--- src/verilog/lbcsr_pkg.sv ---
// Purpose: Shared constants and types for the logic block routing core.
// Assumes: One system clock; all routing inputs synchronous to it.
// Notes:   Code values here are used by lbcsr_top through names, except SUB_PTA0 and SUB_PTA1, which it indexes as 0 and 1.
package lbcsr_pkg;

  // ****************************************
  // Sizes
  // ****************************************
  localparam int DP_IO      = 6;   // Datapath routing inputs and outputs.
  localparam int CFG_DEPTH  = 8;   // Stored datapath configurations.
  localparam int CFG_AW     = 3;
  localparam int FIFO_DEPTH = 4;   // Bytes per datapath FIFO.
  localparam int FIFO_AW    = 2;
  localparam int ROUTE_W    = 8;   // Routing wires into the block.
  localparam int POOL_SELW  = 4;   // Select width into the signal pool.
  localparam int PIN_N      = 8;   // Pins per I/O port.
  localparam int OE_N       = 4;   // Output enable routes per port.
  localparam int SUB_N      = 4;   // Clocked subcomponents.

  // Subcomponent indices.
  localparam int SUB_PTA0 = 0;
  localparam int SUB_PTA1 = 1;
  localparam int SUB_DP   = 2;
  localparam int SUB_SC   = 3;

  // Values after reset.
  localparam logic [7:0] CTRL_RST = 8'h00;
  localparam logic [7:0] REG_RST  = 8'h00;

  // ALU operations.
  localparam logic [2:0] ALU_PASS = 3'h0;
  localparam logic [2:0] ALU_INC  = 3'h1;
  localparam logic [2:0] ALU_DEC  = 3'h2;
  localparam logic [2:0] ALU_ADD  = 3'h3;
  localparam logic [2:0] ALU_SUB  = 3'h4;
  localparam logic [2:0] ALU_AND  = 3'h5;
  localparam logic [2:0] ALU_OR   = 3'h6;
  localparam logic [2:0] ALU_XOR  = 3'h7;

  // Shifter operations.
  localparam logic [1:0] SH_NONE  = 2'h0;
  localparam logic [1:0] SH_LEFT  = 2'h1;
  localparam logic [1:0] SH_RIGHT = 2'h2;
  localparam logic [1:0] SH_SWAP  = 2'h3;

  // Carry and shift-in sources.
  localparam logic [1:0] SRC_ZERO  = 2'h0;
  localparam logic [1:0] SRC_ROUTE = 2'h1;
  localparam logic [1:0] SRC_CHAIN = 2'h2;
  localparam logic [1:0] SRC_REG   = 2'h3;

  // Subcomponent clock enable modes.
  localparam logic [1:0] EN_STOP  = 2'h0;
  localparam logic [1:0] EN_RUN   = 2'h1;
  localparam logic [1:0] EN_CTRL  = 2'h2;
  localparam logic [1:0] EN_ROUTE = 2'h3;

  // Output enable grouping modes.
  localparam logic [1:0] OE_GANG8 = 2'h0;
  localparam logic [1:0] OE_PAIRS = 2'h1;
  localparam logic [1:0] OE_FOUR  = 2'h2;
  localparam logic [1:0] OE_NONE  = 2'h3;

  // One stored datapath configuration word.
  typedef struct packed {
    logic [3:0] spare;
    logic       fifoXfer;
    logic       accWr;
    logic       regSet;
    logic [1:0] shiftSrc;
    logic [1:0] carrySrc;
    logic [1:0] shiftOp;
    logic [2:0] aluOp;
  } lbcsr_cfg_t;

  // Signals passed to and from a neighbouring datapath.
  typedef struct packed {
    logic cond;
    logic carry;
    logic shift;
  } lbcsr_chain_t;

endpackage

--- src/verilog/lbcsr_top.sv ---
// Purpose: Control, status, datapath and pin routing of one logic block.
// Assumes: Pins and routing inputs are synchronous to clk.
// Notes:   Pin bypass paths are combinational by design.
`timescale 1ns/10ps
`default_nettype none

module lbcsr_top
  import lbcsr_pkg::*;
#(
  parameter int NREQ = 4
) (
  input  wire logic                          clk,         // System clock.
  input  wire logic                          rst,         // Sync reset.
  input  wire logic                          ctrlWrEn,    // Control write.
  input  wire logic [7:0]                    ctrlWrData,  // Control data.
  input  wire logic [7:0]                    ctrlRouteEn, // Bit routed.
  output logic      [7:0]                    ctrlOut,     // To routing.
  input  wire logic                          stsRdEn,     // Status read.
  input  wire logic [7:0]                    stsSticky,   // Hold mode.
  input  wire logic [7:0][POOL_SELW-1:0]     stsSel,      // Bit source.
  output logic      [7:0]                    stsRdData,   // Read value.
  input  wire logic [ROUTE_W-1:0]            routeIn,     // Routing in.
  input  wire logic                          cfgWrEn,     // Config write.
  input  wire logic [CFG_AW-1:0]             cfgWrAddr,   // Config slot.
  input  wire lbcsr_pkg::lbcsr_cfg_t         cfgWrData,   // Config word.
  input  wire logic [DP_IO-1:0]              dpIn,        // Datapath in.
  input  wire logic [DP_IO-1:0][2:0]         dpOutSel,    // Out choice.
  output logic      [DP_IO-1:0]              dpOut,       // Datapath out.
  input  wire lbcsr_pkg::lbcsr_chain_t       chainIn,     // From below.
  output lbcsr_pkg::lbcsr_chain_t            chainOut,    // To above.
  input  wire logic [1:0]                    fifoDirOut,  // 1: output.
  input  wire logic [1:0]                    fifoWr,      // Bus push.
  input  wire logic [7:0]                    fifoWrData,  // Bus data.
  input  wire logic [1:0]                    fifoRd,      // Bus pop.
  output logic      [1:0][7:0]               fifoRdData,  // Popped byte.
  output logic      [1:0][FIFO_AW:0]         fifoLevel,   // Fill level.
  input  wire logic [SUB_N-1:0][1:0]         subEnMode,   // Enable mode.
  input  wire logic [1:0][1:0][ROUTE_W-1:0]  ptaMask,     // Term inputs.
  output logic      [1:0]                    ptaOut,      // Array out.
  input  wire logic [NREQ-1:0][POOL_SELW-1:0] irqSel,     // IRQ source.
  output logic      [NREQ-1:0]               irqReq,      // IRQ lines.
  input  wire logic [NREQ-1:0][POOL_SELW-1:0] dmaSel,     // DMA source.
  output logic      [NREQ-1:0]               dmaReq,      // DMA lines.
  input  wire logic [PIN_N-1:0]              ioOutRoute,  // Pin data.
  input  wire logic [OE_N-1:0]               ioOeRoute,   // Enables.
  output logic      [PIN_N-1:0]              ioInRoute,   // Pin reads.
  input  wire logic [PIN_N-1:0]              ioOutSyncEn, // Out stage.
  input  wire logic [PIN_N-1:0]              ioInSyncEn,  // In stages.
  input  wire logic [1:0]                    oeMode,      // Grouping.
  input  wire logic [PIN_N-1:0]              pinIn,       // Pin level.
  output logic      [PIN_N-1:0]              pinOut,      // Pin drive.
  output logic      [PIN_N-1:0]              pinOeN       // Low drives.
);

  import lbcsr_pkg::*;

  // ****************************************
  // Declarations
  // ****************************************
  logic [SUB_N-1:0]         subRun;
  logic [15:0]              pool;
  logic [7:0]               ctrlReg_r;
  logic [7:0]               stsIn;
  logic [7:0]               stsHold_r;
  lbcsr_cfg_t               cfgRam_r [CFG_DEPTH];
  lbcsr_cfg_t               cfg;
  logic [1:0][7:0]          acc_r;
  logic [1:0][7:0]          data_r;
  logic [1:0]               carryReg_r;
  logic [1:0]               shiftReg_r;
  logic                     set;
  logic                     cin;
  logic                     sin;
  logic [8:0]               alu;
  logic [7:0]               shRes;
  logic                     sout;
  logic [7:0]               condVec;
  logic [1:0][7:0]          fifoHead;
  logic [1:0]               dpPush;
  logic [1:0]               dpPop;
  logic [1:0]               fEmpty;
  logic [1:0]               fFull;

  // Signal pool that status bits and request lines may pick from.
  assign pool = {ptaOut, dpOut, routeIn};

  // ****************************************
  // Subcomponent enables
  // ****************************************
  // Each subcomponent chooses its own run condition.
  always_comb begin
    for (int s = 0; s < SUB_N; s++) begin
      unique case (subEnMode[s])
        EN_STOP:  subRun[s] = 1'b0;
        EN_RUN:   subRun[s] = 1'b1;
        EN_CTRL:  subRun[s] = ctrlOut[s];
        EN_ROUTE: subRun[s] = routeIn[s];
      endcase
    end
  end

  // ****************************************
  // Control and status
  // ****************************************
  // Firmware writes land in the control register at once.
  always_ff @(posedge clk) begin
    if (rst) begin
      ctrlReg_r <= CTRL_RST;
    end else if (ctrlWrEn) begin
      ctrlReg_r <= ctrlWrData;
    end
  end

  // Each control bit reaches routing only where its route is made.
  always_ff @(posedge clk) begin
    if (rst) begin
      ctrlOut <= CTRL_RST;
    end else if (subRun[SUB_SC]) begin
      ctrlOut <= ctrlReg_r & ctrlRouteEn;
    end
  end

  // Each status bit takes its own routed source.
  always_comb begin
    for (int b = 0; b < 8; b++) begin
      stsIn[b] = pool[stsSel[b]];
    end
  end

  // Sticky bits latch events; a new event beats the read clear.
  always_ff @(posedge clk) begin
    if (rst) begin
      stsHold_r <= REG_RST;
    end else if (subRun[SUB_SC]) begin
      stsHold_r <= stsSticky &
                   (stsIn | (stsHold_r & ~{8{stsRdEn}}));
    end
  end

  // Reads return live routing or the held value; nothing is writable.
  always_ff @(posedge clk) begin
    if (rst) begin
      stsRdData <= REG_RST;
    end else if (stsRdEn) begin
      stsRdData <= stsIn | (stsHold_r & stsSticky);
    end
  end

  // ****************************************
  // Datapath
  // ****************************************
  // Configuration store, written by firmware.
  always_ff @(posedge clk) begin
    if (rst) begin
      for (int i = 0; i < CFG_DEPTH; i++) begin
        cfgRam_r[i] <= '0;
      end
    end else if (cfgWrEn) begin
      cfgRam_r[cfgWrAddr] <= cfgWrData;
    end
  end

  // Routing picks the configuration and feeds serial inputs.
  always_comb begin
    cfg = cfgRam_r[dpIn[CFG_AW-1:0]];
    set = cfg.regSet;
    unique case (cfg.carrySrc)
      SRC_ZERO:  cin = 1'b0;
      SRC_ROUTE: cin = dpIn[4];
      SRC_CHAIN: cin = chainIn.carry;
      SRC_REG:   cin = carryReg_r[set];
    endcase
    unique case (cfg.shiftSrc)
      SRC_ZERO:  sin = 1'b0;
      SRC_ROUTE: sin = (cfg.shiftOp == SH_RIGHT) ? dpIn[5] : dpIn[3];
      SRC_CHAIN: sin = chainIn.shift;
      SRC_REG:   sin = shiftReg_r[set];
    endcase
  end

  // One ALU shared by both register sets.
  always_comb begin
    unique case (cfg.aluOp)
      ALU_PASS: alu = {1'b0, acc_r[set]};
      ALU_INC:  alu = {1'b0, acc_r[set]} + 9'h001;
      ALU_DEC:  alu = {1'b0, acc_r[set]} - 9'h001;
      ALU_ADD:  alu = {1'b0, acc_r[set]} + {1'b0, data_r[set]} +
                      {8'h00, cin};
      ALU_SUB:  alu = {1'b0, acc_r[set]} - {1'b0, data_r[set]} -
                      {8'h00, cin};
      ALU_AND:  alu = {1'b0, acc_r[set] & data_r[set]};
      ALU_OR:   alu = {1'b0, acc_r[set] | data_r[set]};
      ALU_XOR:  alu = {1'b0, acc_r[set] ^ data_r[set]};
    endcase
    unique case (cfg.shiftOp)
      SH_NONE: begin
        shRes = alu[7:0];
        sout  = 1'b0;
      end
      SH_LEFT: begin
        shRes = {alu[6:0], sin};
        sout  = alu[7];
      end
      SH_RIGHT: begin
        shRes = {sin, alu[7:1]};
        sout  = alu[0];
      end
      SH_SWAP: begin
        shRes = {alu[3:0], alu[7:4]};
        sout  = 1'b0;
      end
    endcase
  end

  // FIFO traffic on the datapath side uses the active set's FIFO.
  always_comb begin
    for (int f = 0; f < 2; f++) begin
      dpPush[f] = subRun[SUB_DP] & cfg.fifoXfer & (set == f[0]) &
                  fifoDirOut[f] & ~fFull[f];
      dpPop[f]  = subRun[SUB_DP] & cfg.fifoXfer & (set == f[0]) &
                  ~fifoDirOut[f] & ~fEmpty[f];
    end
  end

  // Accumulator, data and per-set carry and shift-out registers.
  always_ff @(posedge clk) begin
    if (rst) begin
      acc_r      <= '0;
      data_r     <= '0;
      carryReg_r <= 2'h0;
      shiftReg_r <= 2'h0;
    end else if (subRun[SUB_DP]) begin
      if (cfg.accWr) begin
        acc_r[set] <= shRes;
      end
      if (dpPop[set]) begin
        data_r[set] <= fifoHead[set];
      end
      carryReg_r[set] <= alu[8];
      shiftReg_r[set] <= sout;
    end
  end

  // Generated conditions and serial data offered to the outputs.
  always_comb begin
    condVec[0] = (acc_r[set] == data_r[set]) & chainIn.cond;
    condVec[1] = (acc_r[set] == 8'h00);
    condVec[2] = (acc_r[set] == 8'hff);
    condVec[3] = carryReg_r[set];
    condVec[4] = shiftReg_r[set];
    condVec[5] = fEmpty[set];
    condVec[6] = fFull[set];
    condVec[7] = sout;
  end

  // Output selection and chain outputs to the neighbour.
  always_ff @(posedge clk) begin
    if (rst) begin
      dpOut    <= '0;
      chainOut <= '0;
    end else if (subRun[SUB_DP]) begin
      for (int o = 0; o < DP_IO; o++) begin
        dpOut[o] <= condVec[dpOutSel[o]];
      end
      chainOut.cond  <= condVec[0];
      chainOut.carry <= alu[8];
      chainOut.shift <= sout;
    end
  end

  // ****************************************
  // FIFOs
  // ****************************************
  for (genvar f = 0; f < 2; f++) begin : g_fifo
    logic [7:0]         mem_r [FIFO_DEPTH];
    logic [FIFO_AW-1:0] rdPtr_r;
    logic [FIFO_AW-1:0] wrPtr_r;
    logic               push;
    logic               pop;
    logic [7:0]         pushData;

    // Bus feeds an input FIFO; the datapath feeds an output FIFO.
    assign push     = fifoDirOut[f] ? dpPush[f] : (fifoWr[f] & ~fFull[f]);
    assign pop      = fifoDirOut[f] ? (fifoRd[f] & ~fEmpty[f]) : dpPop[f];
    assign pushData = fifoDirOut[f] ? shRes : fifoWrData;
    assign fifoHead[f] = mem_r[rdPtr_r];
    assign fEmpty[f]   = (fifoLevel[f] == '0);
    assign fFull[f]    = (fifoLevel[f] == (FIFO_AW+1)'(FIFO_DEPTH));

    // Storage and pointers.
    always_ff @(posedge clk) begin
      if (rst) begin
        rdPtr_r      <= '0;
        wrPtr_r      <= '0;
        fifoLevel[f] <= '0;
        fifoRdData[f] <= REG_RST;
      end else begin
        if (push) begin
          mem_r[wrPtr_r] <= pushData;
          wrPtr_r        <= wrPtr_r + 1'b1;
        end
        if (pop) begin
          rdPtr_r <= rdPtr_r + 1'b1;
        end
        if (fifoDirOut[f] && pop) begin
          fifoRdData[f] <= fifoHead[f];
        end
        fifoLevel[f] <= fifoLevel[f] + (FIFO_AW+1)'(push) -
                        (FIFO_AW+1)'(pop);
      end
    end
  end

  // ****************************************
  // Product term arrays and requests
  // ****************************************
  // Two small arrays: OR of two masked AND terms, registered.
  always_ff @(posedge clk) begin
    if (rst) begin
      ptaOut <= 2'h0;
    end else begin
      for (int a = 0; a < 2; a++) begin
        if (subRun[a]) begin
          ptaOut[a] <= (&(routeIn | ~ptaMask[a][0]) & |ptaMask[a][0]) |
                       (&(routeIn | ~ptaMask[a][1]) & |ptaMask[a][1]);
        end
      end
    end
  end

  // Any pooled signal may drive any interrupt or DMA request.
  always_ff @(posedge clk) begin
    if (rst) begin
      irqReq <= '0;
      dmaReq <= '0;
    end else begin
      for (int k = 0; k < NREQ; k++) begin
        irqReq[k] <= pool[irqSel[k]];
        dmaReq[k] <= pool[dmaSel[k]];
      end
    end
  end

  // ****************************************
  // I/O port routing
  // ****************************************
  for (genvar p = 0; p < PIN_N; p++) begin : g_pin
    logic outSync_r;
    logic inMeta_r;
    logic inSync_r;
    logic oe;

    // Synchronising stages on the system clock.
    always_ff @(posedge clk) begin
      if (rst) begin
        outSync_r <= 1'b0;
        inMeta_r  <= 1'b0;
        inSync_r  <= 1'b0;
      end else begin
        outSync_r <= ioOutRoute[p];
        inMeta_r  <= pinIn[p];
        inSync_r  <= inMeta_r;
      end
    end

    // Enable grouping from all eight ganged down to four single pins.
    always_comb begin
      unique case (oeMode)
        OE_GANG8: oe = ioOeRoute[0];
        OE_PAIRS: oe = ioOeRoute[p/2];
        OE_FOUR:  oe = (p < OE_N) ? ioOeRoute[p % OE_N] : 1'b1;
        OE_NONE:  oe = 1'b1;
      endcase
    end

    // Deselected stages are bypassed with no added cycles.
    assign pinOut[p]    = ioOutSyncEn[p] ? outSync_r : ioOutRoute[p];
    assign ioInRoute[p] = ioInSyncEn[p] ? inSync_r : pinIn[p];
    assign pinOeN[p]    = ~oe;
  end

endmodule

`default_nettype wire

--- config.mk ---
export PLATFORM = sky130hd
export DESIGN_NAME = lbcsr_top
export DESIGN_NICKNAME = d
export VERILOG_FILES = /design/src/verilog/lbcsr_pkg.sv /design/src/verilog/lbcsr_top.sv
export SDC_FILE = /design/constraint.sdc
export NUM_CORES = 1
export LEC_CHECK = 0
export ABC_AREA = 1
export BUFFER_PORTS_ARGS = -buffer_cell sky130_fd_sc_hd__buf_4
export CORE_UTILIZATION = 40
export CTS_CLUSTER_DIAMETER = 30
export DETAILED_ROUTE_END_ITERATION = 8
export PLACE_DENSITY_LB_ADDON = 0.12
export SKIP_LAST_GASP = 1
export SLEW_MARGIN = 20
export SYNTH_ARGS = -nofsm -noshare
export SYNTH_HDL_FRONTEND = slang
export SYNTH_SLANG_ARGS = --single-unit
--- constraint.sdc ---
create_clock -name clk -period 6.43 [get_ports clk]
set_clock_uncertainty 0.15 [all_clocks]
set_input_delay 1.286 -clock clk [delete_from_list [all_inputs] [get_ports clk]]
set_output_delay 1.286 -clock clk [all_outputs]
set_load 0.05 [all_outputs]
==> flow_metrics.env <==
export IMPL_outcome="completed"
export IMPL_grt_pass1_wl_um=90600
export IMPL_syn_inst=2340
export IMPL_clock_root_buffer="clkbuf_16"
export IMPL_wl_per_cell_um=18.1
export IMPL_dr_pass1_iters=6
export IMPL_leakagePower_uw=0.0105
export IMPL_synth_area_leaders="edfxtp_1 27%, dfxtp_1 16%, o21ai_0 9.2%"
export IMPL_setup_tns_ps=0
export IMPL_rsz0062_at_grt="false"
export IMPL_crit_fanout=15
export IMPL_drtIter0Drc=1365
export IMPL_syn_num_nets=2633
export IMPL_clk_pin_slew_ps=40
export IMPL_ir_drop_v=0.000266
export IMPL_required_ps=6570
export IMPL_num_io_pins=320
export IMPL_setup_viol=0
export IMPL_nNetsFinal=2952
export IMPL_portBuffers=315
export IMPL_routed_wl_um=59800
export IMPL_clock_sinks=305
export IMPL_netlist_area_leader_share=0.271
export IMPL_grt_max_degree=53
export IMPL_utilization=0.542
export IMPL_final_max_slew_viol_count=0
export IMPL_rr_worst_depth=27
export IMPL_cp_end_kind="register"
export IMPL_dp_hpwl_um=42600
export IMPL_synth_area_um2=17700
export IMPL_timing_hold_violations_final=0
export IMPL_crit_arrival_ps=5820
export IMPL_fmax_ghz=0.176
export IMPL_min_path_cells=2
export IMPL_period_minus_slack_ps=5680
export IMPL_drtAntennaViolNets=0
export IMPL_maxCapViolCount=0
export IMPL_cp_start_kind="primary input"
export IMPL_die_h_um=212
export IMPL_yosysSeqAreaShare=0.435
export IMPL_p_per_area_nw_per_um2=362
export IMPL_clock_latency_ps=610
export IMPL_routed_via_density=5.33
export IMPL_crit_type="primary input to register"
export IMPL_ys_ff_latch=305
export IMPL_initial_utilization=0.409
export IMPL_yosys_warnings=0
export IMPL_fp_dieW_um=212
export IMPL_period_share=0.883
export IMPL_final_cell_mix="373 x nand2_1, 340 x buf_4, 329 x nor2_1, 326 x o21ai_0, 271 x inv_1"
export IMPL_ctsResizeCount=0
export IMPL_antenna_found_initial=1
export IMPL_cts_tree="done"
export IMPL_post_cts_buffers=0
export IMPL_clk_path_buf_depth=3
export IMPL_rows=76
export IMPL_drc=0
export IMPL_die_area_um2=45100
export IMPL_worstMarginPinSlew_ps=1030
export IMPL_first_global_vias=16800
export IMPL_grt_total_usage=0.259
export IMPL_ys_types=57
export IMPL_area_growth_syn_to_layout_pct=32.6
export IMPL_slew_headroom=0.313
export IMPL_hold_buffers=0
export IMPL_design_core_area_um2=43400
export IMPL_finalPower_uw=8510
export IMPL_layout_commonest_cell="nand2_1"
export IMPL_cts_htree_levels=3
export IMPL_grt_ovfl_total=0
export IMPL_hp_class="register to register"
export IMPL_place_gp_congestion=0.928
export IMPL_drive_gt1_frac=0.199
export IMPL_synth_area_leader_cell="edfxtp_1"
export IMPL_cts_made_buffers=81
export IMPL_syn_area_per_cell_um2=7.57
export IMPL_vias=17600
==> critical path, stage by stage <==
cell and delay (ps):
buf_4 160, inv_2 230, nand2_1 90, nand3_1 90, nand3_2 130, nand2_2 210
o21ai_1 210, nor2_1 140, nor2_1 60, a21oi_1 250, inv_1 110, fa_1 450
fa_1 440, inv_1 70, nor2_1 50, o21ai_0 270, nand2_1 90, nand2_1 80
nand2_1 50, nand2_1 90, xnor2_1 140, o21ai_0 100, nor2_1 110, nand4_1 170
nand2_1 110, nand4_1 300, nand2_1 130, o21ai_0 180
==> cells by family (layout without fill, tap and decap cells) <==
kind of cell               Yosys count  count (layout)  share of synthesized area
AOI/OAI and AO/OA                  715             715                      0.229
other                                0               1                          0
buffers and inverters              396             780                     0.0877
adders and majority gates           54              54                     0.0411
and+or+nand+nor                    864             864                      0.204
xor gates and xnor gates             6               6                    0.00297
DFF                                305             305                      0.435
==> final timing paths <==
check	endpoint	startpoint	slack [ps]
worst max-delay path	g_fifo[0].mem_r[1][7]$_DFFE_PP_	dpIn[0]	750
worst min-delay path	g_pin[6].inSync_r$_SDFF_PP0_	g_pin[6].inMeta_r$_SDFF_PP0_	250
worst max register to register	g_fifo[0].mem_r[1][7]$_DFFE_PP_	cfgRam_r[4][9]$_SDFFCE_PN0P_	1440
worst min register to register	g_pin[6].inSync_r$_SDFF_PP0_	g_pin[6].inMeta_r$_SDFF_PP0_	250
==> through the flow <==
stage          instances  hold slack [ps]  instance area (um^2)  setup WS (ps)
3_5_place_dp        3161              247                 20500            147
5_1_grt             3310              265                 23500            360
3_3_place_gp        3161              239                 20500            175
6_report            3310              251                 23500            751
4_1_cts             3309              251                 23500            742
2_1_floorplan       2340              238                 17700            978
==> flip-flops by register name, indices dropped and copies added, names as in the netlist, 8 cells and up, named ones only <==
| signal | flops |
|---|---|
| stsRdData | 8 |
| acc_r | 16 |
| fifoRdData | 16 |
| g_pin.inSync_r | 8 |
| ctrlOut | 8 |
| ctrlReg_r | 8 |
| g_pin.outSync_r | 8 |
| stsHold_r | 8 |
| cfgRam_r | 96 |
| g_pin.inMeta_r | 8 |
| data_r | 16 |
| g_fifo.mem_r | 64 |
==> power breakdown <==
group | switching, uW | internal (uW) | total [uW]
clock network | 1230 | 3070 | 4300
registers | 116 | 2250 | 2360
logic | 1250 | 605 | 1850
==> final cells by class <==
type / count / area [um^2]
fillers: 4130 / 19900
clock buffers: 99 / 2280
well taps: 585 / 732
diodes: 1 / 2.50
repair buffers: 340 / 2550
flip-flops and latches: 305 / 7710
clock inverters: 49 / 671
inverters: 292 / 1100
multi-input cells: 1639 / 8450
==> per-layer routing <==
metal / share of wire / vias up / wire length [um] / track usage
met3: 0.061 / 151 / 3640 / 0.0539
met2: 0.48 / 670 / 28600 / 0.428
met4: 0.036 / 0 / 2180 / 0.119
li1: - / 8618 / - / -
met5: 0 / - / 0 / 0
met1: 0.43 / 8196 / 25400 / 0.323
==> synth_stat cells, drive strengths merged <==
library cell,count
xor2,2
a211oi,12
a32o,8
or2,18
nor2,333
a311o,6
a221oi,8
and2,1
ha,47
a32oi,9
clkbuf,79
a22o,8
o22ai,14
a31o,2
nand3b,11
nor4,12
o21a,1
xnor2,4
buf,25
o21ai,352
o2111ai,2
nor3b,1
a21oi,225
nand2,381
a31oi,11
o21bai,2
nand4,10
o2bb2ai,2
o31ai,13
inv,284
nand3,86
o221ai,22
edfxtp,160
clkinv,8
dfxtp,145
nor3,11
o211ai,18
fa,7
(Power assumes the default switching activity.)
